**src/rtl/frps_pkg.sv**
```systemverilog
// Constants for the flash row erase/program sequencer.
// Assumes a single 20 MHz system clock and a word-wide register port.
package frps_pkg;
    // ------------------------------------------------------------
    // Register map (byte offsets on the register port)
    // ------------------------------------------------------------
    localparam logic [3:0] FRPS_ADDR_CTRL = 4'h0;
    localparam logic [3:0] FRPS_ADDR_KEY = 4'h4;
    localparam logic [3:0] FRPS_ADDR_PAGE = 4'h8;
    localparam logic [3:0] FRPS_ADDR_PTR = 4'hC;
    localparam logic [3:0] FRPS_ADDR_LATLO = 4'h1;
    localparam logic [3:0] FRPS_ADDR_LATHI = 4'h2;
    localparam logic [3:0] FRPS_ADDR_IRQST = 4'h5;
    localparam logic [3:0] FRPS_ADDR_IRQMSK = 4'h6;
    // ------------------------------------------------------------
    // Control word field positions
    // ------------------------------------------------------------
    localparam int FRPS_BIT_START = 15;
    localparam int FRPS_BIT_PGMEN = 14;
    localparam int FRPS_BIT_SEQERR = 13;
    localparam int FRPS_BIT_ERASE = 6;
    localparam int FRPS_OP_LSB = 0;
    localparam logic [15:0] FRPS_CTRL_RESET = 16'h0000;
    // ------------------------------------------------------------
    // Operation codes and key values
    // ------------------------------------------------------------
    localparam logic [3:0] FRPS_OP_ROWPGM = 4'h1;
    localparam logic [3:0] FRPS_OP_BLKERASE = 4'h2;
    localparam logic [3:0] FRPS_OP_BULK = 4'hF;
    localparam logic [7:0] FRPS_KEY_FIRST = 8'h55;
    localparam logic [7:0] FRPS_KEY_SECOND = 8'hAA;
    // ------------------------------------------------------------
    // Geometry and timing
    // ------------------------------------------------------------
    localparam int FRPS_ROW_WORDS = 64;
    localparam int FRPS_BLOCK_ROWS = 8;
    localparam int FRPS_CLK_HZ = 20000000;
    localparam int FRPS_OP_TIME_US = 4000;
    localparam int FRPS_OP_CYCLES = FRPS_OP_TIME_US * (FRPS_CLK_HZ / 1000000);
    // Interrupt status bits: done, sequence error
    localparam int FRPS_IRQ_DONE = 0;
    localparam int FRPS_IRQ_ERR = 1;
    typedef enum logic [1:0] {
        FRPS_IDLE = 2'b00,
        FRPS_BUSY = 2'b01
    } frps_state_e;
endpackage

```
**src/rtl/frps_sequencer.sv**
```systemverilog
// Flash row erase/program sequencer: control register, unlock key,
// 64-word holding buffer and self-timed operation engine.
// Assumes the CPU drives a one-cycle strobe register port on clk and
// a flash array macro that reacts to the operation strobes.
`timescale 1ns/1ps
module frps_sequencer
    import frps_pkg::*;
#(
    parameter int OP_CYCLES = FRPS_OP_CYCLES
) (
    input wire logic clk,
    input wire logic rst_n,
    input wire logic [3:0] regAddr,
    input wire logic [15:0] regWdata,
    input wire logic regWr,
    input wire logic regRd,
    output logic [15:0] regRdata,
    output logic cpuStall,
    output logic flashErase,
    output logic flashBulk,
    output logic flashProgram,
    output logic [23:0] flashAddr,
    output logic [5:0] bufIndex,
    output logic [23:0] bufWord,
    output logic irq
);
    // ------------------------------------------------------------
    // Address decode
    // ------------------------------------------------------------
    wire logic wrCtrl = regWr && (regAddr == FRPS_ADDR_CTRL);
    wire logic wrKey = regWr && (regAddr == FRPS_ADDR_KEY);
    wire logic wrPage = regWr && (regAddr == FRPS_ADDR_PAGE);
    wire logic wrPtr = regWr && (regAddr == FRPS_ADDR_PTR);
    wire logic wrLo = regWr && (regAddr == FRPS_ADDR_LATLO);
    wire logic wrHi = regWr && (regAddr == FRPS_ADDR_LATHI);
    wire logic wrIst = regWr && (regAddr == FRPS_ADDR_IRQST);
    wire logic wrImsk = regWr && (regAddr == FRPS_ADDR_IRQMSK);

    frps_state_e state;
    frps_state_e next_state;
    logic startBit;
    logic programEnable;
    logic sequenceErrorFlag;
    logic eraseBit;
    logic [3:0] operationSelect;
    logic [7:0] tablePage;
    logic [15:0] tablePtr;
    logic [1:0] keyStage;
    logic [31:0] opCount;
    logic [23:0] holdBuf [FRPS_ROW_WORDS];
    logic [15:0] lowStage;
    logic [1:0] irqStatus;
    logic [1:0] irqMask;

    // ------------------------------------------------------------
    // Start qualification
    // ------------------------------------------------------------
    wire logic busy = (state == FRPS_BUSY);
    wire logic startReq = wrCtrl && regWdata[FRPS_BIT_START];
    wire logic keysOk = (keyStage == 2'd2);
    wire logic opErase = eraseBit && (operationSelect == FRPS_OP_BLKERASE);
    wire logic opBulk = eraseBit && (operationSelect == FRPS_OP_BULK);
    wire logic opPgm = !eraseBit && (operationSelect == FRPS_OP_ROWPGM);
    wire logic opValid = opErase || opBulk || opPgm;
    // Launch uses the settings already held, not those in this write
    wire logic launch = startReq && !busy && keysOk && programEnable
                        && opValid;
    wire logic badStart = startReq && !busy && !launch;
    wire logic opDone = busy && (opCount == 32'd0);

    // ------------------------------------------------------------
    // Sequencer state
    // ------------------------------------------------------------
    always_comb begin
        case (state)
            FRPS_IDLE: next_state = launch ? FRPS_BUSY : FRPS_IDLE;
            FRPS_BUSY: next_state = opDone ? FRPS_IDLE : FRPS_BUSY;
            default: next_state = FRPS_IDLE;
        endcase
    end

    // Operation timer, loaded at launch
    always_ff @(posedge clk or negedge rst_n) begin
        if (!rst_n) begin
            state <= FRPS_IDLE;
            opCount <= 32'd0;
        end else begin
            state <= next_state;
            if (launch) begin
                opCount <= 32'(OP_CYCLES - 1);
            end else if (busy && opCount != 32'd0) begin
                opCount <= opCount - 32'd1;
            end
        end
    end

    // ------------------------------------------------------------
    // Unlock key tracker: any other write or read breaks the pair
    // ------------------------------------------------------------
    always_ff @(posedge clk or negedge rst_n) begin
        if (!rst_n) begin
            keyStage <= 2'd0;
        end else if (wrKey && regWdata[7:0] == FRPS_KEY_FIRST) begin
            keyStage <= 2'd1;
        end else if (wrKey && keyStage == 2'd1
                     && regWdata[7:0] == FRPS_KEY_SECOND) begin
            keyStage <= 2'd2;
        end else if (regWr || regRd) begin
            keyStage <= 2'd0;
        end
    end

    // ------------------------------------------------------------
    // Control register; rst_n (power-on) clears it, opDone clears the start bit
    // ------------------------------------------------------------
    always_ff @(posedge clk or negedge rst_n) begin
        if (!rst_n) begin
            startBit <= 1'b0;
            programEnable <= 1'b0;
            sequenceErrorFlag <= 1'b0;
            eraseBit <= 1'b0;
            operationSelect <= 4'h0;
        end else begin
            if (launch) begin
                startBit <= 1'b1;
            end else if (opDone) begin
                startBit <= 1'b0;
            end
            // Error set wins over a software clear in the same write
            if (badStart) begin
                sequenceErrorFlag <= 1'b1;
            end else if (wrCtrl && !busy) begin
                sequenceErrorFlag <= regWdata[FRPS_BIT_SEQERR];
            end
            // Settings frozen while busy so the running op is stable
            if (wrCtrl && !busy) begin
                programEnable <= regWdata[FRPS_BIT_PGMEN];
                eraseBit <= regWdata[FRPS_BIT_ERASE];
                operationSelect <= regWdata[FRPS_OP_LSB +: 4];
            end
        end
    end

    // ------------------------------------------------------------
    // Table pointer and holding buffer
    // ------------------------------------------------------------
    always_ff @(posedge clk or negedge rst_n) begin
        if (!rst_n) begin
            tablePage <= 8'h00;
            tablePtr <= 16'h0000;
            lowStage <= 16'h0000;
        end else begin
            if (wrPage) begin
                tablePage <= regWdata[7:0];
            end
            if (wrPtr) begin
                tablePtr <= regWdata;
            end else if (wrHi && !busy) begin
                tablePtr <= tablePtr + 16'd2; // Post-increment per word
            end
            if (wrLo && !busy) begin
                lowStage <= regWdata;
            end
        end
    end

    // Buffer has no reset: contents are don't-care until loaded
    always_ff @(posedge clk) begin
        if (wrHi && !busy) begin
            holdBuf[tablePtr[6:1]] <= {regWdata[7:0], lowStage};
        end
    end

    // ------------------------------------------------------------
    // Flash array strobes, one cycle at launch
    // ------------------------------------------------------------
    always_ff @(posedge clk or negedge rst_n) begin
        if (!rst_n) begin
            flashErase <= 1'b0;
            flashBulk <= 1'b0;
            flashProgram <= 1'b0;
            flashAddr <= 24'h000000;
            bufIndex <= 6'd0;
            bufWord <= 24'h000000;
        end else begin
            flashErase <= launch && opErase;
            flashBulk <= launch && opBulk;
            flashProgram <= launch && opPgm;
            if (launch) begin
                flashAddr <= {tablePage, tablePtr};
                bufIndex <= 6'd0;
            end else if (busy && opPgm) begin
                bufIndex <= bufIndex + 6'd1; // Stream buffer to array
            end
            bufWord <= holdBuf[bufIndex];
        end
    end

    // ------------------------------------------------------------
    // Interrupts: sticky status, write one to clear, set wins
    // ------------------------------------------------------------
    wire logic [1:0] irqEvents = {badStart, opDone};
    wire logic [1:0] irqClr = wrIst ? regWdata[1:0] : 2'b00;
    always_ff @(posedge clk or negedge rst_n) begin
        if (!rst_n) begin
            irqStatus <= 2'b00;
            irqMask <= 2'b00;
        end else begin
            irqStatus <= (irqStatus & ~irqClr) | irqEvents;
            if (wrImsk) begin
                irqMask <= regWdata[1:0];
            end
        end
    end
    assign irq = |(irqStatus & irqMask);
    assign cpuStall = busy;

    // ------------------------------------------------------------
    // Read data, one cycle after the strobe; key reads as zero
    // ------------------------------------------------------------
    wire logic [15:0] ctrlView = {startBit, programEnable, sequenceErrorFlag,
        6'b000000, eraseBit, 2'b00, operationSelect};
    logic [15:0] rdMux;
    always_comb begin
        case (regAddr)
            FRPS_ADDR_CTRL: rdMux = ctrlView;
            FRPS_ADDR_PAGE: rdMux = {8'h00, tablePage};
            FRPS_ADDR_PTR: rdMux = tablePtr;
            FRPS_ADDR_IRQST: rdMux = {14'h0000, irqStatus};
            FRPS_ADDR_IRQMSK: rdMux = {14'h0000, irqMask};
            default: rdMux = 16'h0000;
        endcase
    end
    always_ff @(posedge clk or negedge rst_n) begin
        if (!rst_n) begin
            regRdata <= 16'h0000;
        end else if (regRd) begin
            regRdata <= rdMux;
        end else begin
            regRdata <= 16'h0000;
        end
    end
endmodule // frps_sequencer

```
**config.mk**
```make
export PLATFORM = sky130hd
export DESIGN_NAME = frps_sequencer
export DESIGN_NICKNAME = d
export VERILOG_FILES = /design/src/rtl/frps_pkg.sv /design/src/rtl/frps_sequencer.sv
export SDC_FILE = /design/constraint.sdc
export NUM_CORES = 2
export LEC_CHECK = 0
export ABC_AREA = 1
export BUFFER_PORTS_ARGS = -buffer_cell sky130_fd_sc_hd__buf_4
export CORE_ASPECT_RATIO = 0.7
export CORE_MARGIN = 5
export CORE_UTILIZATION = 63
export CTS_CLUSTER_SIZE = 14
export DETAILED_ROUTE_END_ITERATION = 8
export HOLD_SLACK_MARGIN = 0.02
export PLACE_DENSITY_LB_ADDON = 0.05
export SLEW_MARGIN = 20
export SYNTH_ARGS = -nofsm -noshare
export SYNTH_HDL_FRONTEND = slang
export SYNTH_SLANG_ARGS = --single-unit
export TNS_END_PERCENT = 1
```
**constraint.sdc**
```tcl
create_clock -name clk -period 3.7 [get_ports clk]
set_input_delay 0.185 -clock clk [delete_from_list [all_inputs] [get_ports clk]]
set_output_delay 0.185 -clock clk [all_outputs]
set_load 0.05 [all_outputs]
```
-- After elaboration in Yosys (flattened, before gate mapping)
Memory sizes are Yosys's and may differ from the RTL's. A register that Yosys moved wholly into a read port is not among the register bits.
Index checks and enable logic that the tools add are counted.
- add/subtract/negate cells: 3
- eq/ne operators: 15
- muxes and demuxes: 21
- bitwise logic cells: 4
- reduce and logical (&&, ||, !) cells: 47
- operators with widths (cell ; number):
    $pmux W16 S5 ; 1
    $mux W32 ; 2
    $mux W16 ; 3
    $logic_not A32 Y1 ; 1
    $reduce_bool A32 Y1 ; 1
    $sub A32 B1 Y32 const B ; 1
    $logic_and A1 B1 Y1 ; 29
    $add A16 B2 Y16 const B ; 1
    $eq A4 B3 Y1 const B ; 3
    $eq A4 B4 Y1 const B ; 3
    $mux W6 ; 2
    $reduce_bool A2 Y1 ; 5
    $eq A4 B1 Y1 const B ; 2
    $eq A4 B2 Y1 const B ; 2
    $eq A8 B7 Y1 const B ; 1
    $eq A8 B8 Y1 const B ; 1
    $mux W1 ; 8
    $mux W2 ; 4
    $add A6 B1 Y6 const B ; 1
    $and A2 B2 Y2 ; 2
    $eq A2 B1 Y1 const B ; 2
    $logic_not A1 Y1 ; 4
    $logic_not A4 Y1 ; 1
    $logic_or A1 B1 Y1 ; 3
    7 further kinds ; 7
- register bits after elaboration: 137
- bits in writable memories: 1536
- input port bits: 24
- output and inout bits: 75
- word-level logic and storage cells: 110
- memories: 1
- memories (name ; depth ; width ; read ports ; clocked after Yosys merged registers in ; wr ports ; RTL line ; source):
    holdBuf ; 64 ; 24 ; 1 ; 1 ; 1 ; frps_sequencer.sv:50 ; logic [23:0] holdBuf [FRPS_ROW_WORDS];

-- Depth between registers and ports, before layout
- depth after elaboration: 10
- mapped depth: 12
- gate-level depth less buffers: 11

-- Worst setup path before layout
No wires, ideal clock.
- kind: register to register
- from: register state[0]
- to: memory holdBuf[0][0], enable pin
- setup time: 405 ps
- arrival time: 2435 ps
- required time: 3295 ps
- setup slack: 861 ps
- cell stages (with the launch flop): 6
- path buffers: 0
- period minus slack after synthesis: 2839 ps
- path through: dfrtp_1 nor2_4 nand2_2 nor2_2 nand3_1 nor2_1
- cells in the longest elaborated chain, start to end: 5
- ends and longest elaborated chain (what ; RTL line ; source):
    from (decl) ; frps_sequencer.sv:39 ; frps_state_e state;
    from (signal assigned) ; frps_sequencer.sv:88 ; state <= next_state;
    $eq A2 B1 Y1 ; frps_sequencer.sv:58 ; wire logic busy = (state == FRPS_BUSY);
    $logic_not A1 Y1 ; frps_sequencer.sv:169 ; if (wrHi && !busy) begin
    $logic_and A1 B1 Y1 ; frps_sequencer.sv:169 ;
    $mux W1 ; frps_sequencer.sv:169 ;
    $mux W1 (not written as such) ; frps_sequencer.sv:170 ; holdBuf[tablePtr[6:1]] <= {regWdata[7:0], lowStage};
    to (decl) ; frps_sequencer.sv:50 ;
No other way between the ends.

-- Worst setup path after layout
- from: input port regAddr[2]
- to: memory holdBuf[4][20], enable pin
- cells in the longest elaborated chain, start to end: 5
- ends and longest elaborated chain (what ; RTL line ; source):
    from (decl) ; frps_sequencer.sv:13 ; input wire logic [3:0] regAddr,
    $eq A4 B2 Y1 ; frps_sequencer.sv:35 ; wire logic wrHi = regWr && (regAddr == FRPS_ADDR_LATHI);
    $logic_and A1 B1 Y1 ; frps_sequencer.sv:35 ;
    $logic_and A1 B1 Y1 ; frps_sequencer.sv:169 ;
    $mux W1 ; frps_sequencer.sv:169 ;
    $mux W1 (not written as such) ; frps_sequencer.sv:170 ;
No other way between the ends.

==> impl_metrics.toml <==
[timing]
fin_crit_sh_pct = 86.5
worst_pin_slew_ps = 1160
maxSlewHeadroom_pct = 22.6
tns_ps = 0
rsz0062_at_grt = "false"
hold-worst-slack_ps = 63.2
report.final.slew_viol_count = 0
skew_ps = 22.4
finalSetupViolations = 0
fin_crit_ps = 3200
fmax_ghz = 0.312
hold_viol = 0

[layout]
nets = 6464
area_growth_pct = 11.2
final_common_cell = "nand2_1"
final_cell_mix = "nand2_1 (1836), edfxtp_1 (1536), nor2_1 (826), nand3_1 (751), o21ai_0 (343)"
layout-drive-gt1-share_pct = 9.10
n_fill_cell = 7837
stdcell_count = 8021

[run]
max_cap_violations = 0

[power_and_ir_drop]
comb_power_share_pct = 23.9
p_sw_share_pct = 32.7
intPower_mw = 32.5
peakVddDrop_uv = 891
p_seq_share_pct = 44.1
p_per_area_mw_per_mm2 = 622
clkPwrFrac_pct = 32.0
p_sw_mw = 15.8
power_leakage_nw = 31.0

[setup_path]
arrival_ps = 3610
worstSetupStartpointType = "input pin"
critPathRequiredTime_ps = 4110
critPathMaxStageDelay_ps = 600
cp_top_family = "buffers and inverters"
setup.worst_path.class = "in -> reg"
path_buf_inv = 5
cp_slowest_cell = "dlygate4sd3_1"
cp-end-kind = "flop"
crit_top_cell = "buf_4"
path_max_fanout = 24
cp_cell_sequence = "dlygate4sd3_1 -> buf_4 -> nor2_4 -> nand2_2 -> dlygate4sd3_1 -> nor2_4 -> nand2_2 -> nor2_2 -> nand3_1 -> buf_4 -> nor2_2 -> buf_4"

[global_route]
antenna_found_initial = 3
grt_max_degree = 167
overflow = 0
grt_pass1_vias = 45123
track_usage_pct = 34.8
grt_pass1_wl_um = 301000

[synthesis]
ys_ff_latch = 1696
yosys.area.top_type = "edfxtp_1"
synth_mux_area_share_pct = 0.0484
ys_seq_area_share_pct = 71.8
syn_area_per_cell_um2 = 11.0
synth_compound_area_share_pct = 3.71
synth_cell_types = 39
synth_xor_area_share_pct = 0.151
synthCells = 6335
synth_top_family_by_area = "simple AND/OR/NAND/NOR gates"
synth_fa_ha_area_share_pct = 0.0538
yosys.area_share.simple_pct = 20.7
yosys_warnings = 0
yosys-top-cells-area = "edfxtp_1 (66%), nand2_1 (9.9%), dfrtp_1 (5.7%), nand3_1 (5.4%), nor2_1 (4.8%)"
synth_area_mm2 = 0.0698
syn_nets = 6362
synth.top_cell.area_share_pct = 66.1

[placement]
dpl.hpwl_um = 118000
portBuffers = 98
place_inst = 7710
place_congestion = 0.906

[clock_tree]
numCtsBuffers = 156
clk_latency_ps = 780
ctsResizeCount = 0
clk_pin_slew_worst_paths_ps = 60
root_buffer = "clkbuf_16"
cts_tree = "built"
cts_buffer_depth = 3
htree_levels = 4
clock_sink_count = 1696

[floorplan]
die_width_um = 408
rows = 102
coreArea_mm2 = 0.110
die-area_mm2 = 0.118
pin_count = 99
die_h_um = 289
start_util_pct = 63.3

[drt]
drt_iter0_drc = 6810
drtAntennaViolNets = 0
drc = 0
drt-total-wl_um = 205000
vias = 48679
avgViaCountPerCell = 6.07
routedWlPerCell_um = 25.5
firstDrtPassIters = 7

[worst_hold_path]
min_path_type = "in -> reg"

[status]
outcome = "completed"
-- metal layers --
metal	share of wire, %	vias to the layer above	global-route usage, %
met1	41	23339	53.1
li1	-	21788	-
met5	0.0034	-	0
met2	41	3163	48.1
met3	14	387	10.4
met4	3.5	2	12.1
-- cell usage after synthesis --
library cell and n:
o31ai_1 2, nor3_1 10, inv_2 7, nand3_4 1
nor3_4 1, o21ai_0 343, o22ai_1 11, ha_1 3
buf_1 55, o221ai_1 6, a21oi_1 112, a211o_1 1
nor3_2 1, nor2_4 3, nand2_1 1837, nor2_1 891
xnor2_1 2, nand3_1 751, edfxtp_1 1536, nand3b_1 2
mux2_2 3, nand2_4 2, nand2_2 8, buf_2 203
nor4_1 2, buf_4 12, o211ai_1 1, inv_1 220
clkinv_1 2, o21ai_1 19, buf_6 4, dfrtp_1 160
clkbuf_1 74, a21o_1 2, xor2_1 10, o21bai_1 6
nand4_1 27, a31oi_1 1, nor2_2 4
-- power by group through the flow --
stage / clock network [mW] / logic [mW] / registers, mW
2_1_floorplan: 0 / 7.25 / 21.8
3_3_place_gp: 0 / 11.1 / 21.7
3_5_place_dp: 0 / 11.2 / 21.7
4_1_cts: 15.6 / 11.3 / 21.3
5_1_grt: 16.4 / 12.5 / 21.3
6_report: 15.5 / 11.6 / 21.3
-- worst reg2reg max path: stages, from the launching register on --
cell and delay (ps):
dfrtp_4 580, inv_8 480, buf_4 440, nand2_1 100, nand2_1 70, nand2_1 60, a21oi_1 350, nor2_1 90
nand2_1 380, nand3_1 280, nand2_1 130
-- registers in the layout (all words and copies together), names as in the netlist, 2 cells and up --
name	cells
opCount	32
operationSelect	4
irqStatus	2
tablePage	8
holdBuf	1536
flashAddr	24
tablePtr	16
keyStage	2
lowStage	16
bufWord	24
irqMask	2
bufIndex	6
regRdata	16
-- cell type report --
type / instances / area (um2) / share of cell area (%)
tap: 1456 / 1820 / 2.35
clock buffer: 228 / 4430 / 5.70
clock inverter: 57 / 385 / 0.496
antenna: 1 / 2.50 / 0.00322
timing repair buffer: 292 / 2590 / 3.33
sequential: 1696 / 50200 / 64.6
inverter: 229 / 882 / 1.14
multi-input combinational: 4062 / 17400 / 22.4
-- kinds of logic (layout without fill, tap and decap cells) --
group / after synthesis / after routing
simple gates: 3540 / 3540
compound gates: 504 / 504
other cells: 0 / 1
buf+inv: 577 / 806
xor+xnor: 12 / 12
flops: 1696 / 1696
fa+ha+maj: 3 / 3
mux: 3 / 3
-- per-stage QoR --
step | area [um2] | power [mW] | setup slack [ps] | util [%]
3_5_place_dp | 72600 | 32.9 | 790 | 65.8
5_1_grt | 77600 | 50.2 | 451 | 70.4
2_1_floorplan | 69800 | 29.1 | 861 | -
4_1_cts | 77600 | 48.2 | 641 | 70.4
6_report | 77600 | 48.3 | 498 | 70.4
3_3_place_gp | 72600 | 32.8 | 757 | 65.8
-- what timing repair did --
| item | CTS | global route |
|---|---|---|
| hold buffers | 25 | 0 |
| buffers inserted | 0 | 0 |
| hold endpoints to repair | 218 | 0 |
-- path summary, 6_finish.rpt --
check	startpoint	end	slack [ps]	depth (start not counted)
max in group asynchronous	rst_n	lowStage[3]	2680	3
min	regWdata[1]	irqMask[1]	60	3
min reg2reg	flashAddr[20]	flashAddr[20]	480	2
max	regAddr[2]	holdBuf[4][20]	500	12
max reg2reg	bufIndex[0]	bufWord[13]	670	10
min in group asynchronous	rst_n	bufIndex[1]	110	2
Power figures use the tool's default switching activity.
